===== src/hdl/sld_pkg.sv =====
// Constants for the deterministic latency and alignment block
package sld_pkg;
	localparam logic [11:0] SLD_ADDR_CAPTURE   = 12'h120;
	localparam logic [11:0] SLD_ADDR_MONITOR   = 12'h128;
	localparam logic [11:0] SLD_ADDR_SYNCMODE  = 12'h1FF;
	localparam logic [11:0] SLD_ADDR_LANERATE  = 12'h56E;
	localparam logic [11:0] SLD_ADDR_LMFC_OFS  = 12'h578;
	localparam logic [11:0] SLD_ADDR_SUBCLASS  = 12'h590;
	localparam logic [11:0] SLD_ADDR_LINKCFG   = 12'h5A0;
	localparam logic [11:0] SLD_ADDR_STATUS    = 12'h5A4;
	localparam int SLD_BIT_SUBCLASS  = 5;
	localparam int SLD_BIT_TRANS     = 4;
	localparam int SLD_BIT_EDGE      = 3;
	localparam int SLD_BIT_SYNCMODE  = 0;
	localparam int SLD_BIT_LOWRATE   = 4;
	localparam int SLD_OFS_W         = 5;
	localparam logic [7:0] SLD_RST_CAPTURE  = 8'h00;
	localparam logic [7:0] SLD_RST_SYNCMODE = 8'h00;
	localparam logic [7:0] SLD_RST_LANERATE = 8'h00;
	localparam logic [7:0] SLD_RST_LMFC_OFS = 8'h00;
	localparam logic [7:0] SLD_RST_SUBCLASS = 8'h20;
	// Link config: [1:0] F code (0:F1,1:F2,2:F4,3:F8+), [7:3] K/4-1
	localparam logic [7:0] SLD_RST_LINKCFG  = 8'h38;
	localparam logic [7:0] SLD_MIN_KQ_F1    = 8'h04;
	localparam logic [7:0] SLD_MIN_KQ_F2    = 8'h02;
	localparam logic [7:0] SLD_MIN_KQ_F4    = 8'h01;
	localparam logic [7:0] SLD_MIN_KQ_F8    = 8'h00;
	localparam int SLD_FIFO_DEPTH = 8;
endpackage


===== src/hdl/sld_core.sv =====
// Multiframe clock alignment, SYSREF capture, register file and sample FIFO
`timescale 1ns/10ps
`default_nettype none

module sld_fifo #(
	parameter int WIDTH = 16,
	parameter int DEPTH = 8
) (
	input  wire logic             i_clock,   // Clock
	input  wire logic             i_rst_n,   // Async reset
	input  wire logic             i_ce,      // Clock enable
	input  wire logic             i_valid,   // Write valid
	output logic                  o_ready,   // Not full
	input  wire logic [WIDTH-1:0] i_data,    // Write data
	output logic                  o_valid,   // Not empty
	input  wire logic             i_ready,   // Drain ready
	output logic      [WIDTH-1:0] o_data     // Head data
);
	localparam int AW = $clog2(DEPTH);
	logic [WIDTH-1:0] mem [DEPTH];
	logic [AW:0]      wp_r;
	logic [AW:0]      rp_r;
	logic             push;
	logic             pop;

	initial begin
		if (DEPTH < 2 || (DEPTH & (DEPTH - 1)) != 0)
			$error("FIFO depth must be a power of two");
	end

	assign push    = i_ce && i_valid && o_ready;
	assign pop     = i_ce && o_valid && i_ready;
	assign o_ready = (wp_r ^ rp_r) != {1'b1, {AW{1'b0}}};
	assign o_valid = wp_r != rp_r;
	assign o_data  = mem[rp_r[AW-1:0]];

	always_ff @(posedge i_clock) begin
		if (push)
			mem[wp_r[AW-1:0]] <= i_data;
	end

	always_ff @(posedge i_clock or negedge i_rst_n) begin
		if (!i_rst_n) begin
			wp_r <= '0;
			rp_r <= '0;
		end else begin
			if (push)
				wp_r <= wp_r + 1'b1;
			if (pop)
				rp_r <= rp_r + 1'b1;
		end
	end
endmodule

module sld_core
	import sld_pkg::*;
#(
	parameter int SAMPLE_W = 16,
	parameter int DIV_W    = 3
) (
	input  wire logic                i_clock,        // 100 MHz clock
	input  wire logic                i_rst_n,        // Async reset, low
	input  wire logic                i_ce,           // Clock enable
	input  wire logic [11:0]         i_addr,         // Register address
	input  wire logic [7:0]          i_wdata,        // Write data
	input  wire logic                i_wr,           // Write strobe
	input  wire logic                i_rd,           // Read strobe
	output logic      [7:0]          o_rdata,        // Read data, next cycle
	input  wire logic                i_sysref,       // SYSREF level, sync
	input  wire logic                i_sysref_fall,  // SYSREF from falling-edge sampler
	input  wire logic [3:0]          i_setup_hold,   // Setup/hold detector levels
	input  wire logic                i_smp_valid,    // Sample valid
	output logic                     o_smp_ready,    // Sample ready
	input  wire logic [SAMPLE_W-1:0] i_smp_data,     // Sample word
	output logic                     o_tx_valid,     // Frame word valid
	input  wire logic                i_tx_ready,     // Link ready
	output logic      [SAMPLE_W-1:0] o_tx_data,      // Frame word
	output logic                     o_tx_mf_start,  // Word opens a multiframe
	output logic                     o_lmfc,         // Multiframe clock pulse
	output logic      [DIV_W-1:0]    o_div_phase,    // Sample divider phase
	output logic                     o_subclass1,    // Subclass 1 active
	output logic                     o_timestamp,    // Timestamp sync mode
	output logic                     o_low_rate      // Low line rate mode
);
	logic [7:0] capture_r;
	logic [7:0] syncmode_r;
	logic [7:0] lanerate_r;
	logic [7:0] ofs_r;
	logic [7:0] subclass_r;
	logic [7:0] linkcfg_r;
	logic [7:0] monitor_r;
	logic [7:0] rdata_nxt;
	logic [4:0] ofs_act_r;
	logic       sysref_d_r;
	logic       sysref_sel;
	logic       event_s;
	logic       align_s;
	logic       aligned_r;
	logic [9:0] tick_r;
	logic [7:0] frame_r;
	logic [7:0] k_frames;
	logic [9:0] ofs_ticks;
	logic [9:0] tick_lim;
	logic       mf_wrap;
	logic [DIV_W-1:0] div_r;
	logic       f_valid;
	logic       f_ready;
	logic [SAMPLE_W-1:0] f_data;
	logic       tx_pop;
	logic [7:0] kq_min;

	initial begin
		if (SAMPLE_W < 8 || DIV_W < 1)
			$error("Unsupported parameter values");
	end

	// Quarter frames moved per offset step: 1 for F=1, 2 for F=2, else 4
	function automatic logic [9:0] ofs_quarters(input logic [1:0] fcode);
		unique case (fcode)
			2'd0: ofs_quarters = 10'd1;
			2'd1: ofs_quarters = 10'd2;
			default: ofs_quarters = 10'd4;
		endcase
	endfunction

	// Offset in whole frames, folded into the multiframe
	// Folding keeps a large offset with a short K from underflowing the frame count
	function automatic logic [7:0] ofs_frames(input logic [4:0] ofs, input logic [1:0] fcode,
	                                          input logic [7:0] k);
		logic [9:0] quarters;
		quarters   = {5'h00, ofs} * ofs_quarters(fcode);
		ofs_frames = quarters[9:2] % k;
	endfunction

	// Least K/4-1 allowed for a given F code
	function automatic logic [7:0] min_kq(input logic [1:0] fcode);
		unique case (fcode)
			2'd0: min_kq = SLD_MIN_KQ_F1;
			2'd1: min_kq = SLD_MIN_KQ_F2;
			2'd2: min_kq = SLD_MIN_KQ_F4;
			default: min_kq = SLD_MIN_KQ_F8;
		endcase
	endfunction

	assign kq_min = min_kq(i_wdata[1:0]);

	// Register writes; K field clamped so illegal frame counts never land
	always_ff @(posedge i_clock or negedge i_rst_n) begin
		if (!i_rst_n) begin
			capture_r  <= SLD_RST_CAPTURE;
			syncmode_r <= SLD_RST_SYNCMODE;
			lanerate_r <= SLD_RST_LANERATE;
			ofs_r      <= SLD_RST_LMFC_OFS;
			subclass_r <= SLD_RST_SUBCLASS;
			linkcfg_r  <= SLD_RST_LINKCFG;
		end else if (i_ce && i_wr) begin
			unique case (i_addr)
				SLD_ADDR_CAPTURE:  capture_r  <= i_wdata;
				SLD_ADDR_SYNCMODE: syncmode_r <= i_wdata;
				SLD_ADDR_LANERATE: lanerate_r <= i_wdata;
				SLD_ADDR_LMFC_OFS: ofs_r      <= {3'h0, i_wdata[4:0]};
				SLD_ADDR_SUBCLASS: subclass_r <= i_wdata;
				SLD_ADDR_LINKCFG: begin
					if ({3'h0, i_wdata[7:3]} < kq_min)
						linkcfg_r <= {kq_min[4:0], 1'b0, i_wdata[1:0]};
					else
						linkcfg_r <= {i_wdata[7:3], 1'b0, i_wdata[1:0]};
				end
				default: ;
			endcase
		end
	end

	always_comb begin
		unique case (i_addr)
			SLD_ADDR_CAPTURE:  rdata_nxt = capture_r;
			SLD_ADDR_MONITOR:  rdata_nxt = monitor_r;
			SLD_ADDR_SYNCMODE: rdata_nxt = syncmode_r;
			SLD_ADDR_LANERATE: rdata_nxt = lanerate_r;
			SLD_ADDR_LMFC_OFS: rdata_nxt = ofs_r;
			SLD_ADDR_SUBCLASS: rdata_nxt = subclass_r;
			SLD_ADDR_LINKCFG:  rdata_nxt = linkcfg_r;
			SLD_ADDR_STATUS:   rdata_nxt = {4'h0, ofs_act_r[3:0] == 4'h0, aligned_r, f_valid, ~f_ready};
			default:           rdata_nxt = 8'h00;
		endcase
	end

	always_ff @(posedge i_clock or negedge i_rst_n) begin
		if (!i_rst_n)
			o_rdata <= 8'h00;
		else if (i_ce)
			o_rdata <= i_rd ? rdata_nxt : 8'h00;
	end

	// Monitor captures detector levels continuously for software
	always_ff @(posedge i_clock or negedge i_rst_n) begin
		if (!i_rst_n)
			monitor_r <= 8'h00;
		else if (i_ce)
			monitor_r <= {4'h0, i_setup_hold};
	end

	// SYSREF event detection
	assign sysref_sel = capture_r[SLD_BIT_EDGE] ? i_sysref_fall : i_sysref;
	assign event_s = capture_r[SLD_BIT_TRANS] ? (sysref_d_r && !sysref_sel)
	                                          : (!sysref_d_r && sysref_sel);
	// Subclass 0 ignores SYSREF; timestamp mode never resets the clocks
	assign align_s = event_s && subclass_r[SLD_BIT_SUBCLASS]
	                 && !syncmode_r[SLD_BIT_SYNCMODE];

	always_ff @(posedge i_clock or negedge i_rst_n) begin
		if (!i_rst_n)
			sysref_d_r <= 1'b0;
		else if (i_ce)
			sysref_d_r <= sysref_sel;
	end

	// Offset counted in quarter frames, applied in whole frames, so F=1/F=2 step rules fall out
	assign k_frames  = {1'b0, linkcfg_r[7:3], 2'b00} + 8'd4;
	assign tick_lim  = 10'd3;
	// New offset is taken from the register at the alignment that loads it
	assign ofs_ticks = {2'b00, ofs_frames(ofs_r[4:0], linkcfg_r[1:0], k_frames)};
	// At or past the last frame wraps, so shrinking K never strands the counter
	assign mf_wrap   = (tick_r == tick_lim) && (frame_r >= k_frames - 8'd1);

	always_ff @(posedge i_clock or negedge i_rst_n) begin
		if (!i_rst_n) begin
			tick_r    <= 10'h000;
			frame_r   <= 8'h00;
			ofs_act_r <= 5'h00;
			aligned_r <= 1'b0;
			o_lmfc    <= 1'b0;
		end else if (i_ce) begin
			if (align_s) begin
				ofs_act_r <= ofs_r[4:0];
				tick_r    <= 10'h000;
				frame_r   <= k_frames - 8'd1 - ofs_ticks[7:0];
				aligned_r <= 1'b1;
				o_lmfc    <= 1'b0;
			end else begin
				tick_r <= (tick_r == tick_lim) ? 10'h000 : tick_r + 10'd1;
				if (tick_r == tick_lim)
					frame_r <= mf_wrap ? 8'h00 : frame_r + 8'd1;
				o_lmfc <= mf_wrap;
			end
		end
	end

	always_ff @(posedge i_clock or negedge i_rst_n) begin
		if (!i_rst_n)
			div_r <= '0;
		else if (i_ce)
			div_r <= align_s ? '0 : div_r + 1'b1;
	end

	sld_fifo #(
		.WIDTH (SAMPLE_W),
		.DEPTH (SLD_FIFO_DEPTH)
	) u_fifo (
		.i_clock (i_clock),
		.i_rst_n (i_rst_n),
		.i_ce    (i_ce),
		.i_valid (i_smp_valid),
		.o_ready (f_ready),
		.i_data  (i_smp_data),
		.o_valid (f_valid),
		.i_ready (tx_pop),
		.o_data  (f_data)
	);

	assign tx_pop = !o_tx_valid || i_tx_ready;

	always_ff @(posedge i_clock or negedge i_rst_n) begin
		if (!i_rst_n) begin
			o_tx_valid    <= 1'b0;
			o_tx_data     <= '0;
			o_tx_mf_start <= 1'b0;
			o_smp_ready   <= 1'b0;
			o_div_phase   <= '0;
			o_subclass1   <= 1'b1;
			o_timestamp   <= 1'b0;
			o_low_rate    <= 1'b0;
		end else if (i_ce) begin
			if (tx_pop) begin
				o_tx_valid    <= f_valid;
				o_tx_data     <= f_data;
				o_tx_mf_start <= f_valid && mf_wrap;
			end
			o_smp_ready <= f_ready;
			o_div_phase <= div_r;
			o_subclass1 <= subclass_r[SLD_BIT_SUBCLASS];
			o_timestamp <= syncmode_r[SLD_BIT_SYNCMODE];
			o_low_rate  <= lanerate_r[SLD_BIT_LOWRATE];
		end
	end

	chk_sub0_no_align: assert property (@(posedge i_clock) disable iff (!i_rst_n)
		(i_ce && !subclass_r[SLD_BIT_SUBCLASS]) |-> !align_s)
		else $error("Alignment in subclass 0");
	chk_align_divider: assert property (@(posedge i_clock) disable iff (!i_rst_n)
		(i_ce && align_s) |=> (div_r == '0 && aligned_r))
		else $error("Divider not reset by alignment");
	chk_offset_latch: assert property (@(posedge i_clock) disable iff (!i_rst_n)
		(i_ce && !align_s) |=> $stable(ofs_act_r))
		else $error("Offset changed without alignment");
	chk_lmfc_pulse: assert property (@(posedge i_clock) disable iff (!i_rst_n)
		(i_ce && mf_wrap && !align_s) |=> o_lmfc)
		else $error("Multiframe pulse missing");
	chk_kq_legal: assert property (@(posedge i_clock) disable iff (!i_rst_n)
		{3'h0, linkcfg_r[7:3]} >= min_kq(linkcfg_r[1:0]))
		else $error("Illegal frames per multiframe");
	chk_monitor_read: assert property (@(posedge i_clock) disable iff (!i_rst_n)
		(i_ce && i_rd && i_addr == SLD_ADDR_MONITOR) |=> o_rdata == {4'h0, $past(i_setup_hold, 2)})
		else $error("Monitor readback wrong");
	chk_sync_mode: assert property (@(posedge i_clock) disable iff (!i_rst_n)
		(i_ce && syncmode_r[SLD_BIT_SYNCMODE]) |-> !align_s)
		else $error("Timestamp mode reset clocks");
	chk_transition_sel: assert property (@(posedge i_clock) disable iff (!i_rst_n)
		(i_ce && event_s && capture_r[SLD_BIT_TRANS]) |-> ($past(sysref_sel) && !sysref_sel))
		else $error("Wrong transition used");

	// Control levels follow their register bits one cycle later
	chk_subclass_out: assert property (@(posedge i_clock) disable iff (!i_rst_n)
		i_ce |=> o_subclass1 == $past(subclass_r[SLD_BIT_SUBCLASS]))
		else $error("Subclass output wrong");
	chk_low_rate_out: assert property (@(posedge i_clock) disable iff (!i_rst_n)
		i_ce |=> o_low_rate == $past(lanerate_r[SLD_BIT_LOWRATE]))
		else $error("Low rate output wrong");
	chk_timestamp_out: assert property (@(posedge i_clock) disable iff (!i_rst_n)
		i_ce |=> o_timestamp == $past(syncmode_r[SLD_BIT_SYNCMODE]))
		else $error("Sync mode output wrong");

	// Alignment loads the written offset and honours the selected clock edge
	chk_offset_active: assert property (@(posedge i_clock) disable iff (!i_rst_n)
		(i_ce && align_s) |=> ofs_act_r == $past(ofs_r[4:0]))
		else $error("Offset not taken at alignment");
	chk_offset_load: assert property (@(posedge i_clock) disable iff (!i_rst_n)
		(i_ce && align_s && linkcfg_r[1:0] == 2'd0 && ofs_r[4:2] == 3'h0) |=> frame_r == k_frames - 8'd1)
		else $error("Small offset moved a single-octet frame");
	chk_edge_select: assert property (@(posedge i_clock) disable iff (!i_rst_n)
		(i_ce && align_s) |-> (capture_r[SLD_BIT_EDGE] ? (i_sysref_fall != sysref_d_r) : (i_sysref != sysref_d_r)))
		else $error("Alignment from wrong sampler");

	// A word leaving at a multiframe wrap carries the start flag
	chk_mf_start: assert property (@(posedge i_clock) disable iff (!i_rst_n)
		(i_ce && tx_pop && f_valid && mf_wrap) |=> o_tx_mf_start)
		else $error("Multiframe start flag missing");
endmodule

`default_nettype wire


===== config.mk =====
export PLATFORM = sky130hd
export DESIGN_NAME = sld_core
export DESIGN_NICKNAME = d
export VERILOG_FILES = /design/src/hdl/sld_pkg.sv /design/src/hdl/sld_core.sv
export SDC_FILE = /design/constraint.sdc
export NUM_CORES = 1
export LEC_CHECK = 0
export BUFFER_PORTS_ARGS = -buffer_cell sky130_fd_sc_hd__buf_2
export CAP_MARGIN = 10
export CORE_MARGIN = 2
export CORE_UTILIZATION = 55
export CTS_CLUSTER_DIAMETER = 60
export CTS_CLUSTER_SIZE = 12
export DETAILED_ROUTE_END_ITERATION = 8
export PLACE_DENSITY = 0.76
export SKIP_CTS_REPAIR_TIMING = 1
export SLEW_MARGIN = 25
export SYNTH_ARGS = -nofsm -noshare
export SYNTH_HDL_FRONTEND = slang
export SYNTH_SLANG_ARGS = --single-unit
export TNS_END_PERCENT = 20

===== constraint.sdc =====
create_clock -name i_clock -period 8.4 [get_ports i_clock]
set_input_delay 0 -clock i_clock [delete_from_list [all_inputs] [get_ports i_clock]]
set_output_delay 0 -clock i_clock [all_outputs]
set_load 0.1 [all_outputs]

==> results of run 1 <==
## flip-flops by register name (all words and copies together), names as in the netlist, 3 cells and up
signal       flops
capture_r        8
div_r            3
frame_r          8
lanerate_r       8
linkcfg_r        7
monitor_r        4
o_div_phase      3
o_rdata          8
o_tx_data       16
ofs_act_r        4
ofs_r            5
subclass_r       8
syncmode_r       8
tick_r          10
u_fifo.mem     128
u_fifo.rp_r      4
u_fifo.wp_r      4
## metal layers
metal  global-route usage [%]  up-vias  routed length [um]
li1                         -     3797                   -
met1                    31.39     4041               11480
met2                    39.00      264               13680
met3                    3.679       38                1629
met4                    5.029        0                 446
met5                        0        -                   0
## worst max path at each step
| stage | startpoint | to | slack [ns] | cells past startpoint |
|---|---|---|---|---|
| 3_3_place_gp | linkcfg_r[1] | frame_r[6] | 0.05 | 39 |
| 6_report | linkcfg_r[1] | frame_r[7] | 0.07 | 38 |
| 3_5_place_dp | linkcfg_r[1] | frame_r[6] | -0.32 | 38 |
| 5_1_grt | linkcfg_r[0] | frame_r[7] | -0.50 | 39 |
| 2_1_floorplan | linkcfg_r[1] | frame_r[6] | 0.01 | 41 |
| 4_1_cts | linkcfg_r[1] | frame_r[6] | -0.37 | 38 |
## worst reg2reg max path: cells and delay by family (launching register included)
family,cells,cell delay (ns)
and+or+nand+nor,9,1.27
adders and majority gates,7,2.26
xor gates and xnor gates,1,0.20
muxes,2,0.68
DFF,1,0.45
buffers and inverters,2,0.21
AOI/OAI and AO/OA,17,3.09
## through the flow
stage / instances / utilization, % / power [mW] / area, um2 / worst slack, ns
finish: 1383 / 65.96 / 3.648 / 14310 / 0.06744
global route: 1383 / 65.96 / 3.806 / 14310 / -0.5043
CTS: 1337 / 62.91 / 3.640 / 13640 / -0.3732
detailed placement: 1292 / 59.61 / 2.645 / 12930 / -0.3240
global placement: 1292 / 59.58 / 2.621 / 12920 / 0.04914
floorplan: 937 / - / 2.387 / 12070 / 0.01005
## kinds of logic after synthesis
logic type / share of synthesized area [%]
AOI/OAI and AO/OA: 8.922
xor gates and xnor gates: 2.386
adders and majority gates: 5.644
buffers and inverters: 2.583
DFF: 56.20
muxes: 14.13
other: 0.03109
and+or+nand+nor: 10.10
## synthesized netlist by cell type, types with 4 or more instances
library cell and instances:
sky130_fd_sc_hd__a221oi_1 8, sky130_fd_sc_hd__clkbuf_1 27, sky130_fd_sc_hd__or3_1 7, sky130_fd_sc_hd__mux2_2 62
sky130_fd_sc_hd__inv_1 41, sky130_fd_sc_hd__ha_1 48, sky130_fd_sc_hd__o22ai_1 13, sky130_fd_sc_hd__xnor2_1 20
sky130_fd_sc_hd__dfstp_2 5, sky130_fd_sc_hd__o21ai_1 4, sky130_fd_sc_hd__nand2b_1 19, sky130_fd_sc_hd__nor4_1 5
sky130_fd_sc_hd__nand3_1 14, sky130_fd_sc_hd__mux4_2 32, sky130_fd_sc_hd__xor2_1 11, sky130_fd_sc_hd__o21a_1 8
sky130_fd_sc_hd__a21o_1 6, sky130_fd_sc_hd__mux2i_1 26, sky130_fd_sc_hd__o21ai_0 58, sky130_fd_sc_hd__and2_1 4
sky130_fd_sc_hd__nand4_1 6, sky130_fd_sc_hd__and3_1 11, sky130_fd_sc_hd__nor3b_1 5, sky130_fd_sc_hd__a21oi_1 29
sky130_fd_sc_hd__dfrtp_1 112, sky130_fd_sc_hd__nand2_1 77, sky130_fd_sc_hd__buf_1 5, sky130_fd_sc_hd__nor2b_1 9
sky130_fd_sc_hd__edfxtp_1 128, sky130_fd_sc_hd__o31ai_1 4, sky130_fd_sc_hd__nor2_1 43, sky130_fd_sc_hd__fa_1 4
sky130_fd_sc_hd__nor3_1 21
## report_power, final
part / total [mW] / internal, mW / switching (mW)
clock: 0.992 / 0.559 / 0.434
sequential: 1.49 / 1.41 / 0.0803
combinational: 1.17 / 0.394 / 0.772
## cell type report
class / count / area share (%)
clock buffer: 42 / 4.819
clock inverter: 3 / 0.1749
inverter: 42 / 1.102
multi-input combinational: 614 / 36.51
sequential: 245 / 47.40
tap: 280 / 2.449
timing repair buffer: 157 / 7.548
==> results.rst, run 1 <==
.. list-table::
   :header-rows: 1

   * - Metric
     - Value
   * - DRC Markers
     - 0
   * - DR vias
     - 8,140
   * - Cell with the largest stage delay on the worst path
     - sky130_fd_sc_hd__fa_1
   * - Post-synth cell types
     - 79
   * - Ratio of cells with drive above 1 in the final layout
     - 27.38%
   * - Number of synthesized flops with an enable pin
     - 128
   * - Total area of multi-input combinational cells
     - between 5000 and 6000 um2
   * - Slew Limit Headroom
     - about 39%
   * - Final worst-path cycle share
     - 99.20%
   * - Y dimension of the die
     - 152.1 um
   * - Pleak
     - 5.868 nW
   * - Antenna violations before repair
     - 0
   * - Fraction of post-synthesis cell area in the top cell type by area
     - 31.87%
   * - Hold slack final
     - -0.02408 ns
   * - Startpoint of the worst-slack reg-to-reg timing path
     - linkcfg_r[1]
   * - Placer congestion estimate
     - 0.8859
   * - Global route overflow
     - 0
   * - Post-CTS clock slew at the launch and capture registers of the worst setup and hold paths
     - 0.06 ns
   * - Cell depth of the worst flop-to-flop path
     - 38
   * - Cell types with the largest area share after synthesis
     - sky130_fd_sc_hd__edfxtp_1 (32%), sky130_fd_sc_hd__dfrtp_1 (23%), sky130_fd_sc_hd__mux4_2 (6.0%)
   * - Worst Hold Path EP
     - u_fifo.wp_r[0]
   * - Unrepaired setup endpoints after global routing
     - yes
   * - Hpwl dp
     - 16.98 mm
   * - Dominant synthesized flop cell
     - sky130_fd_sc_hd__edfxtp_1
   * - Crit-path leading delay family
     - compound AO/OA/AOI/OAI gates
   * - Portion of the post-synthesis area used by sequential elements
     - 56.20%
   * - Start point of the worst hold path
     - i_smp_valid
   * - Die width
     - 152.1 um
   * - Clock Root Buffer
     - sky130_fd_sc_hd__clkbuf_16
   * - Via density per instance
     - 5.886
   * - Final worst clock skew
     - 0.01053 ns
   * - Worst Hold Class
     - primary input to flop
   * - Cell row count
     - between 50 and 60
   * - Initial cell density of the core
     - 55.61%
   * - Peak supply drop
     - 0.3074 mV
   * - Final sum of negative setup slack
     - 0 ns
   * - Reg-to-Reg End
     - frame_r[7]
   * - Worst Path Class, Setup
     - flop to flop
   * - Number of synthesized register bits
     - 245
   * - Final WL
     - about 27 mm
   * - Detailed-routing iteration count for the pre-antenna-repair pass
     - 5
   * - Die area
     - 23,130 um2
   * - I/O pin count
     - 83
   * - FILL cells
     - 1,528
   * - Largest net degree at the start of global routing
     - between 60 and 70
   * - Number of stages on the worst hold path
     - 3
   * - Inserted Clock Buffers
     - 25
   * - Async set or reset register ratio after synthesis
     - a little under half
   * - Buffer depth of the longest clock path
     - 3
   * - Count of mapped cells out of synthesis
     - 935
   * - Most area-hungry cell type in the Yosys netlist
     - sky130_fd_sc_hd__edfxtp_1
   * - Number of nets with antenna violations after routing
     - 0
   * - Total power density per cell area
     - roughly 260 nW/um2
   * - Setup Viol. Count Final
     - 0
   * - Number of buffers added on ports
     - 82
   * - Average wire per standard cell
     - ~20 um
   * - Most frequent standard cell in the layout excluding fill and tap cells
     - sky130_fd_sc_hd__edfxtp_1
   * - Failing checks
     - hold timing
   * - Clock sinks
     - about 250
   * - Number of global-route vias before repair
     - 7,983
   * - CP Data Arrival Time
     - just under 9 ns
   * - Max-cap violations
     - 0
   * - Crit path buffers/inverters
     - 2
   * - Actual slew at the worst max-slew pin
     - 0.9097 ns
   * - Maximum fanout along the worst path
     - 6
   * - R2R Setup Slk
     - 0.07 ns
   * - Area added between synthesis and finish
     - 18.61%
   * - Hold Fails Final Rpt
     - 2
   * - Critical Path Max Stage Delay
     - 0.56 ns
   * - Synthesized area divided by synthesized cell count
     - 12.90 um2
   * - Setup crit start kind
     - flop
   * - Antenna diodes
     - 0
   * - Aggregate global-route resource usage
     - 22.88%
   * - CP Capture Type
     - flop
   * - Shortest period the worst path allows
     - 8.333 ns
   * - Status
     - finished with violations
   * - Number of DRC markers in iteration 0
     - 608
   * - Layout Nets
     - 1,186
   * - Most frequent cells in the layout
     - sky130_fd_sc_hd__edfxtp_1 (128), sky130_fd_sc_hd__dfrtp_1 (110), sky130_fd_sc_hd__buf_2 (81)
   * - Cell area after synthesis
     - 12,060 um2
   * - FF/Latch Area
     - between 6000 and 7000 um2
   * - Core footprint
     - 21,690 um2
   * - CTS tree
     - done
   * - Final slew viol count
     - 0
   * - Crit path required time
     - 8.76 ns
   * - First-pass GRT wire length
     - 42.74 mm
   * - Synthesis Warnings
     - 0
   * - CTS H-tree depth
     - 1
   * - Fmax
     - between 100 and 150 MHz
   * - Clock insertion delay at the later pin of the skew report
     - 0.51 ns
Power figures use the tool's default switching activity.
==> run 2: changes to the inputs <==
--- a/config.mk
+++ b/config.mk
@@ -12,7 +12,9 @@
 export CTS_CLUSTER_DIAMETER = 60
 export CTS_CLUSTER_SIZE = 12
 export DETAILED_ROUTE_END_ITERATION = 8
+export GPL_ROUTABILITY_DRIVEN = 0
 export PLACE_DENSITY = 0.76
+export RECOVER_POWER = 50
 export SKIP_CTS_REPAIR_TIMING = 1
 export SLEW_MARGIN = 25
 export SYNTH_ARGS = -nofsm -noshare
==> results.rst, run 2 (same netlist as run 1, synthesis figures left out) <==
.. list-table::
   :header-rows: 1

   * - Metric
     - Value
   * - Status
     - finished with violations
   * - Failing checks
     - hold timing, capacitance limit, slew limit
   * - First-pass GRT wire length
     - between 40 and 50 mm
   * - Post-Route Utilization
     - 65.69%
   * - Core footprint
     - 21,690 um2
   * - Hold slack final
     - -0.02711 ns
   * - Number of nets with antenna violations after routing
     - 0
   * - Setup crit start kind
     - flop
   * - Final WL
     - 27.25 mm
   * - Clock insertion delay at the later pin of the skew report
     - 0.51 ns
   * - I/O pin count
     - 83
   * - Slew Limit Headroom
     - -90.01%
   * - Placement Cell Area
     - 12,930 um2
   * - Part of the total power dissipated in the clock network
     - 27.2%
   * - Ratio of cells with drive above 1 in the final layout
     - 25.02%
   * - Most frequent cells in the layout
     - sky130_fd_sc_hd__edfxtp_1 (128), sky130_fd_sc_hd__dfrtp_1 (110), sky130_fd_sc_hd__nand2_1 (77)
   * - Worst Hold Class
     - primary input to flop
   * - Crit path buffers/inverters
     - 2
   * - Setup Viol. Count Final
     - 0
   * - Cell row count
     - 54
   * - Worst Path Class, Setup
     - flop to flop
   * - Global route overflow
     - 0
   * - Max-cap violations
     - 2
   * - FILL cells
     - 1,546
   * - Die area
     - about 23,000 um2
   * - Cell with the largest stage delay on the worst path
     - sky130_fd_sc_hd__fa_1
   * - Proportion of power drawn by combinational gates
     - 31.8%
   * - Final worst-path cycle share
     - 99.25%
   * - Pleak
     - 5.785 nW
   * - Total internal power
     - 2.357 mW
   * - Largest net degree at the start of global routing
     - 69
   * - Hpwl dp
     - 16.98 mm
   * - Number of flip-flops in the largest register
     - between 100 and 150
   * - Net Switching
     - 1.287 mW
   * - Unrepaired setup endpoints after global routing
     - yes
   * - Y dimension of the die
     - 152.1 um
   * - Maximum fanout along the worst path
     - 6
   * - Number of buffers added on ports
     - 82
   * - CTS tree
     - done
   * - Clock Root Buffer
     - sky130_fd_sc_hd__clkbuf_16
   * - Count of non-filler cells in the finished layout
     - 1,383
   * - CP Data Arrival Time
     - 8.69 ns
   * - Total area of multi-input combinational cells
     - 5223 um2
   * - Inserted Clock Buffers
     - 25
   * - Worst setup slack after layout
     - approximately 0.063 ns
   * - Total power density per cell area
     - 255.8 nW/um2
   * - Sequential share of power
     - approximately two fifths
   * - Layout Nets
     - 1,186
   * - Number of DRC markers in iteration 0
     - between 600 and 700
   * - Post-route cell area
     - 14,250 um2
   * - Fmax
     - around 120 MHz
   * - FF/Latch Area
     - 6780 um2
   * - Average wire per standard cell
     - 19.70 um
   * - Post-CTS clock slew at the launch and capture registers of the worst setup and hold paths
     - approximately 0.060 ns
   * - Via density per instance
     - 5.865
   * - Antenna diodes
     - 0
   * - Initial cell density of the core
     - 55.61%
   * - Clock sinks
     - 245
   * - Final worst clock skew
     - 0.01043 ns
   * - CP Capture Type
     - flop
   * - Most frequent standard cell in the layout excluding fill and tap cells
     - sky130_fd_sc_hd__edfxtp_1
   * - Antenna violations before repair
     - 0
   * - Shortest period the worst path allows
     - around 8.3 ns
   * - Aggregate global-route resource usage
     - 22.88%
   * - Post-Place Cells
     - 1,292
   * - Crit path required time
     - 8.76 ns
   * - Critical Path Max Stage Delay
     - 0.56 ns
   * - Die width
     - 152.1 um
   * - Actual slew at the worst max-slew pin
     - 2.850 ns
   * - CTS H-tree depth
     - 1
   * - Buffer depth of the longest clock path
     - 3
   * - Area added between synthesis and finish
     - 18.12%
   * - Number of global-route vias before repair
     - 7,983
   * - Crit-path leading delay family
     - compound AO/OA/AOI/OAI gates
   * - Final slew viol count
     - approximately 100
   * - Hold Fails Final Rpt
     - 2
   * - Fraction of power spent switching nets
     - a little over a third
   * - DRC Markers
     - 0
   * - Detailed-routing iteration count for the pre-antenna-repair pass
     - 5
   * - Peak supply drop
     - 0.3081 mV
   * - DR vias
     - between 8,000 and 9,000
   * - Pre-CTS setup slack
     - -0.3240 ns
[run 2: changes by cell type in the layout (fill, tap and decap cells not counted), sizes merged]
cell and change:
buf -25, clkbuf +25
[run 2: power by group through the flow]
stage / Combinational [mW] / Clock [mW] / Sequential (mW)
after CTS: 1.15 / 1.00 / 1.49
final: 1.16 / 0.992 / 1.49
after floorplan: 0.551 / 0 / 1.84
after detailed placement: 1.14 / 0 / 1.51
after global placement: 1.12 / 0 / 1.50
after global routing: 1.25 / 1.05 / 1.51
[run 2: area by class of cell]
cell class                 instances  area share (%)
clock buffer                      42           4.839
tap                              280           2.459
multi-input combinational        614           36.66
sequential                       245           47.59
inverter                          42           1.107
clock inverter                     3          0.1757
timing repair buffer             157           7.167
[run 2: metal layers]
| layer | share of wire [%] | GRT usage, % | routed length [um] |
|---|---|---|---|
| met1 | 43 | 31.39 | 11690 |
| met2 | 50 | 39.00 | 13610 |
| met3 | 5.4 | 3.679 | 1473 |
| met4 | 1.8 | 5.029 | 478 |
| met5 | 0 | 0 | 0 |
[run 2: tightest hold or removal path: cells and delay by family]
kind / cells / cell delay, ns
xor+xnor: 1 / 0.10
buf+inv: 1 / 0.07
simple gates: 1 / 0.27
[run 2: path summary, 6_finish.rpt]
path | start | to | slack (ns) | cells past startpoint
min in group asynchronous | i_rst_n | o_smp_ready | 0.84 | 2
worst max register to register | linkcfg_r[1] | frame_r[7] | 0.06 | 38
worst max-delay path | linkcfg_r[1] | frame_r[7] | 0.06 | 38
worst min-delay path | i_smp_valid | u_fifo.wp_r[0] | -0.03 | 3
worst min register to register | o_tx_data[9] | o_tx_data[9] | 0.48 | 2
max in group asynchronous | i_rst_n | tick_r[7] | 2.97 | 4
[run 2: through the flow]
| stage | TNS [ns] | hold slack [ns] | power, mW |
|---|---|---|---|
| finish | 0 | -0.02711 | 3.644 |
| global route | -1.783 | 0.00002126 | 3.801 |
| CTS | -1.120 | -0.4862 | 3.640 |
| detailed placement | -0.9644 | 0.05443 | 2.645 |
| global placement | 0 | 0.05848 | 2.621 |
| floorplan | 0 | -0.2956 | 2.387 |
==> run 3: changes to the inputs <==
--- a/config.mk
+++ b/config.mk
@@ -7,13 +7,15 @@
 export LEC_CHECK = 0
 export BUFFER_PORTS_ARGS = -buffer_cell sky130_fd_sc_hd__buf_2
 export CAP_MARGIN = 10
+export CELL_PAD_IN_SITES_DETAIL_PLACEMENT = 1
+export CELL_PAD_IN_SITES_GLOBAL_PLACEMENT = 1
 export CORE_MARGIN = 2
-export CORE_UTILIZATION = 55
+export CORE_UTILIZATION = 45
 export CTS_CLUSTER_DIAMETER = 60
 export CTS_CLUSTER_SIZE = 12
 export DETAILED_ROUTE_END_ITERATION = 8
 export GPL_ROUTABILITY_DRIVEN = 0
-export PLACE_DENSITY = 0.76
+export PLACE_DENSITY_LB_ADDON = 0.1
 export RECOVER_POWER = 50
 export SKIP_CTS_REPAIR_TIMING = 1
 export SLEW_MARGIN = 25
==> results.rst, run 3 (same netlist as run 1, synthesis figures left out) <==
.. list-table::
   :header-rows: 1

   * - Metric
     - Value
   * - Number of buffers added on ports
     - just over 80
   * - Worst Path Class, Setup
     - flop to flop
   * - Fmax
     - ~120 MHz
   * - Crit path buffers/inverters
     - 1
   * - Ratio of cells with drive above 1 in the final layout
     - 23.26%
   * - Die width
     - 167.7 um
   * - Shortest period the worst path allows
     - 8.070 ns
   * - Post-Place Cells
     - around 1,400
   * - Die area
     - 28,130 um2
   * - Number of nets with antenna violations after routing
     - 0
   * - Aggregate global-route resource usage
     - 20.36%
   * - Critical Path Max Stage Delay
     - 0.53 ns
   * - Crit-path leading delay family
     - compound AO/OA/AOI/OAI gates
   * - Cell with the largest stage delay on the worst path
     - sky130_fd_sc_hd__fa_1
   * - Cell row count
     - 59
   * - Pleak
     - 5.715 nW
   * - I/O pin count
     - 83
   * - Crit path required time
     - slightly below 9 ns
   * - Inserted Clock Buffers
     - 25
   * - Y dimension of the die
     - 167.7 um
   * - Clock insertion delay at the later pin of the skew report
     - 0.53 ns
   * - Actual slew at the worst max-slew pin
     - 3.384 ns
   * - DRC Markers
     - 0
   * - Maximum fanout along the worst path
     - 5
   * - Most frequent standard cell in the layout excluding fill and tap cells
     - sky130_fd_sc_hd__edfxtp_1
   * - Global route overflow
     - 0
   * - Core footprint
     - around 26,000 um2
   * - CP Data Arrival Time
     - 8.44 ns
   * - Area added between synthesis and finish
     - 19.48%
   * - Hold Fails Final Rpt
     - 0
   * - Final WL
     - 28.77 mm
   * - Layout Nets
     - between 1,000 and 1,500
   * - Average wire per standard cell
     - 19.98 um
   * - Count of non-filler cells in the finished layout
     - between 1,000 and 1,500
   * - Slew Limit Headroom
     - -125.6%
   * - First-pass GRT wire length
     - 45.40 mm
   * - Post-CTS clock slew at the launch and capture registers of the worst setup and hold paths
     - 0.06 ns
   * - Clock sinks
     - around 250
   * - Peak supply drop
     - 0.2600 mV
   * - Initial cell density of the core
     - 46.02%
   * - Number of flip-flops in the largest register
     - between 100 and 150
   * - Setup crit start kind
     - flop
   * - Worst setup slack after layout
     - roughly 0.33 ns
   * - Number of global-route vias before repair
     - 8,417
   * - Hpwl dp
     - between 15 and 20 mm
   * - Status
     - finished with violations
   * - Detailed-routing iteration count for the pre-antenna-repair pass
     - 4
   * - Clock Root Buffer
     - sky130_fd_sc_hd__clkbuf_16
   * - Final sum of negative setup slack
     - 0 ns
   * - Failing checks
     - capacitance limit, slew limit
   * - CP Capture Type
     - flop
   * - Final worst-path cycle share
     - between 90% and 100%
   * - Number of DRC markers in iteration 0
     - 375
   * - Worst Hold Class
     - primary input to flop
   * - Max-cap violations
     - 4
   * - DR vias
     - a little over 8,000
   * - Final worst clock skew
     - 0.01182 ns
   * - Antenna diodes
     - 0
   * - CTS tree
     - done
   * - CTS H-tree depth
     - 1
   * - Setup Viol. Count Final
     - 0
   * - Most frequent cells in the layout
     - sky130_fd_sc_hd__edfxtp_1 (128), sky130_fd_sc_hd__dfrtp_1 (109), sky130_fd_sc_hd__nand2_1 (75)
   * - Pre-CTS setup slack
     - -0.3076 ns
   * - Via density per instance
     - 5.611
   * - Buffer depth of the longest clock path
     - 3
   * - Largest net degree at the start of global routing
     - 61
   * - Post-Route Utilization
     - 54.99%
   * - Antenna violations before repair
     - 0
   * - Final slew viol count
     - 176
   * - Total power density per cell area
     - 255.9 nW/um2
   * - Total power
     - 3.687 mW
## run 3: per-layer routing
metal	vias to the layer above	wire [um]	track usage (%)
li1	3800	-	-
met5	-	0	0
met4	0	490	4.348
met2	131	14820	36.64
met1	4116	12530	26.40
met3	33	935	2.718
## run 3: worst paths after layout
| kind | start | to | slack [ns] | cells past startpoint |
|---|---|---|---|---|
| hold / removal | i_addr[1] | o_rdata[2] | 0.05 | 4 |
| hold reg to reg | o_tx_data[0] | o_tx_data[0] | 0.48 | 2 |
| max in group asynchronous | i_rst_n | u_fifo.rp_r[0] | 2.64 | 3 |
| min in group asynchronous | i_rst_n | capture_r[6] | 1.11 | 2 |
| setup reg to reg | linkcfg_r[1] | frame_r[7] | 0.33 | 37 |
| setup / recovery | linkcfg_r[1] | frame_r[7] | 0.33 | 37 |
## run 3: final cells by class
class | instances | area (um2)
fill | 2648 | 11800
multi-input combinational | 614 | 5286
sequential | 245 | 6782
clock inverter | 4 | 66.31
timing repair buffer | 158 | 999.7
inverter | 42 | 157.7
tap | 335 | 419.2
clock buffer | 42 | 699.4
## run 3: per-stage QoR
stage               hold WS (ns)  area [um2]
global route             0.09033       14410
finish                   0.04622       14410
global placement          0.1244       13030
floorplan                -0.2956       12070
detailed placement        0.1227       13050
CTS                      -0.4333       13810
## run 3: tightest hold or removal path: cells and delay by family
| family | cells | cell delay, ns |
|---|---|---|
| AOI/OAI and AO/OA | 2 | 0.21 |
| and+or+nand+nor | 1 | 0.18 |
| buffers and inverters | 1 | 0.13 |
## run 3: power by group
part           leakage [nW]  internal, mW  switching, mW
combinational          2.69         0.380          0.768
clock                 0.363         0.602          0.446
sequential             2.66          1.41         0.0821
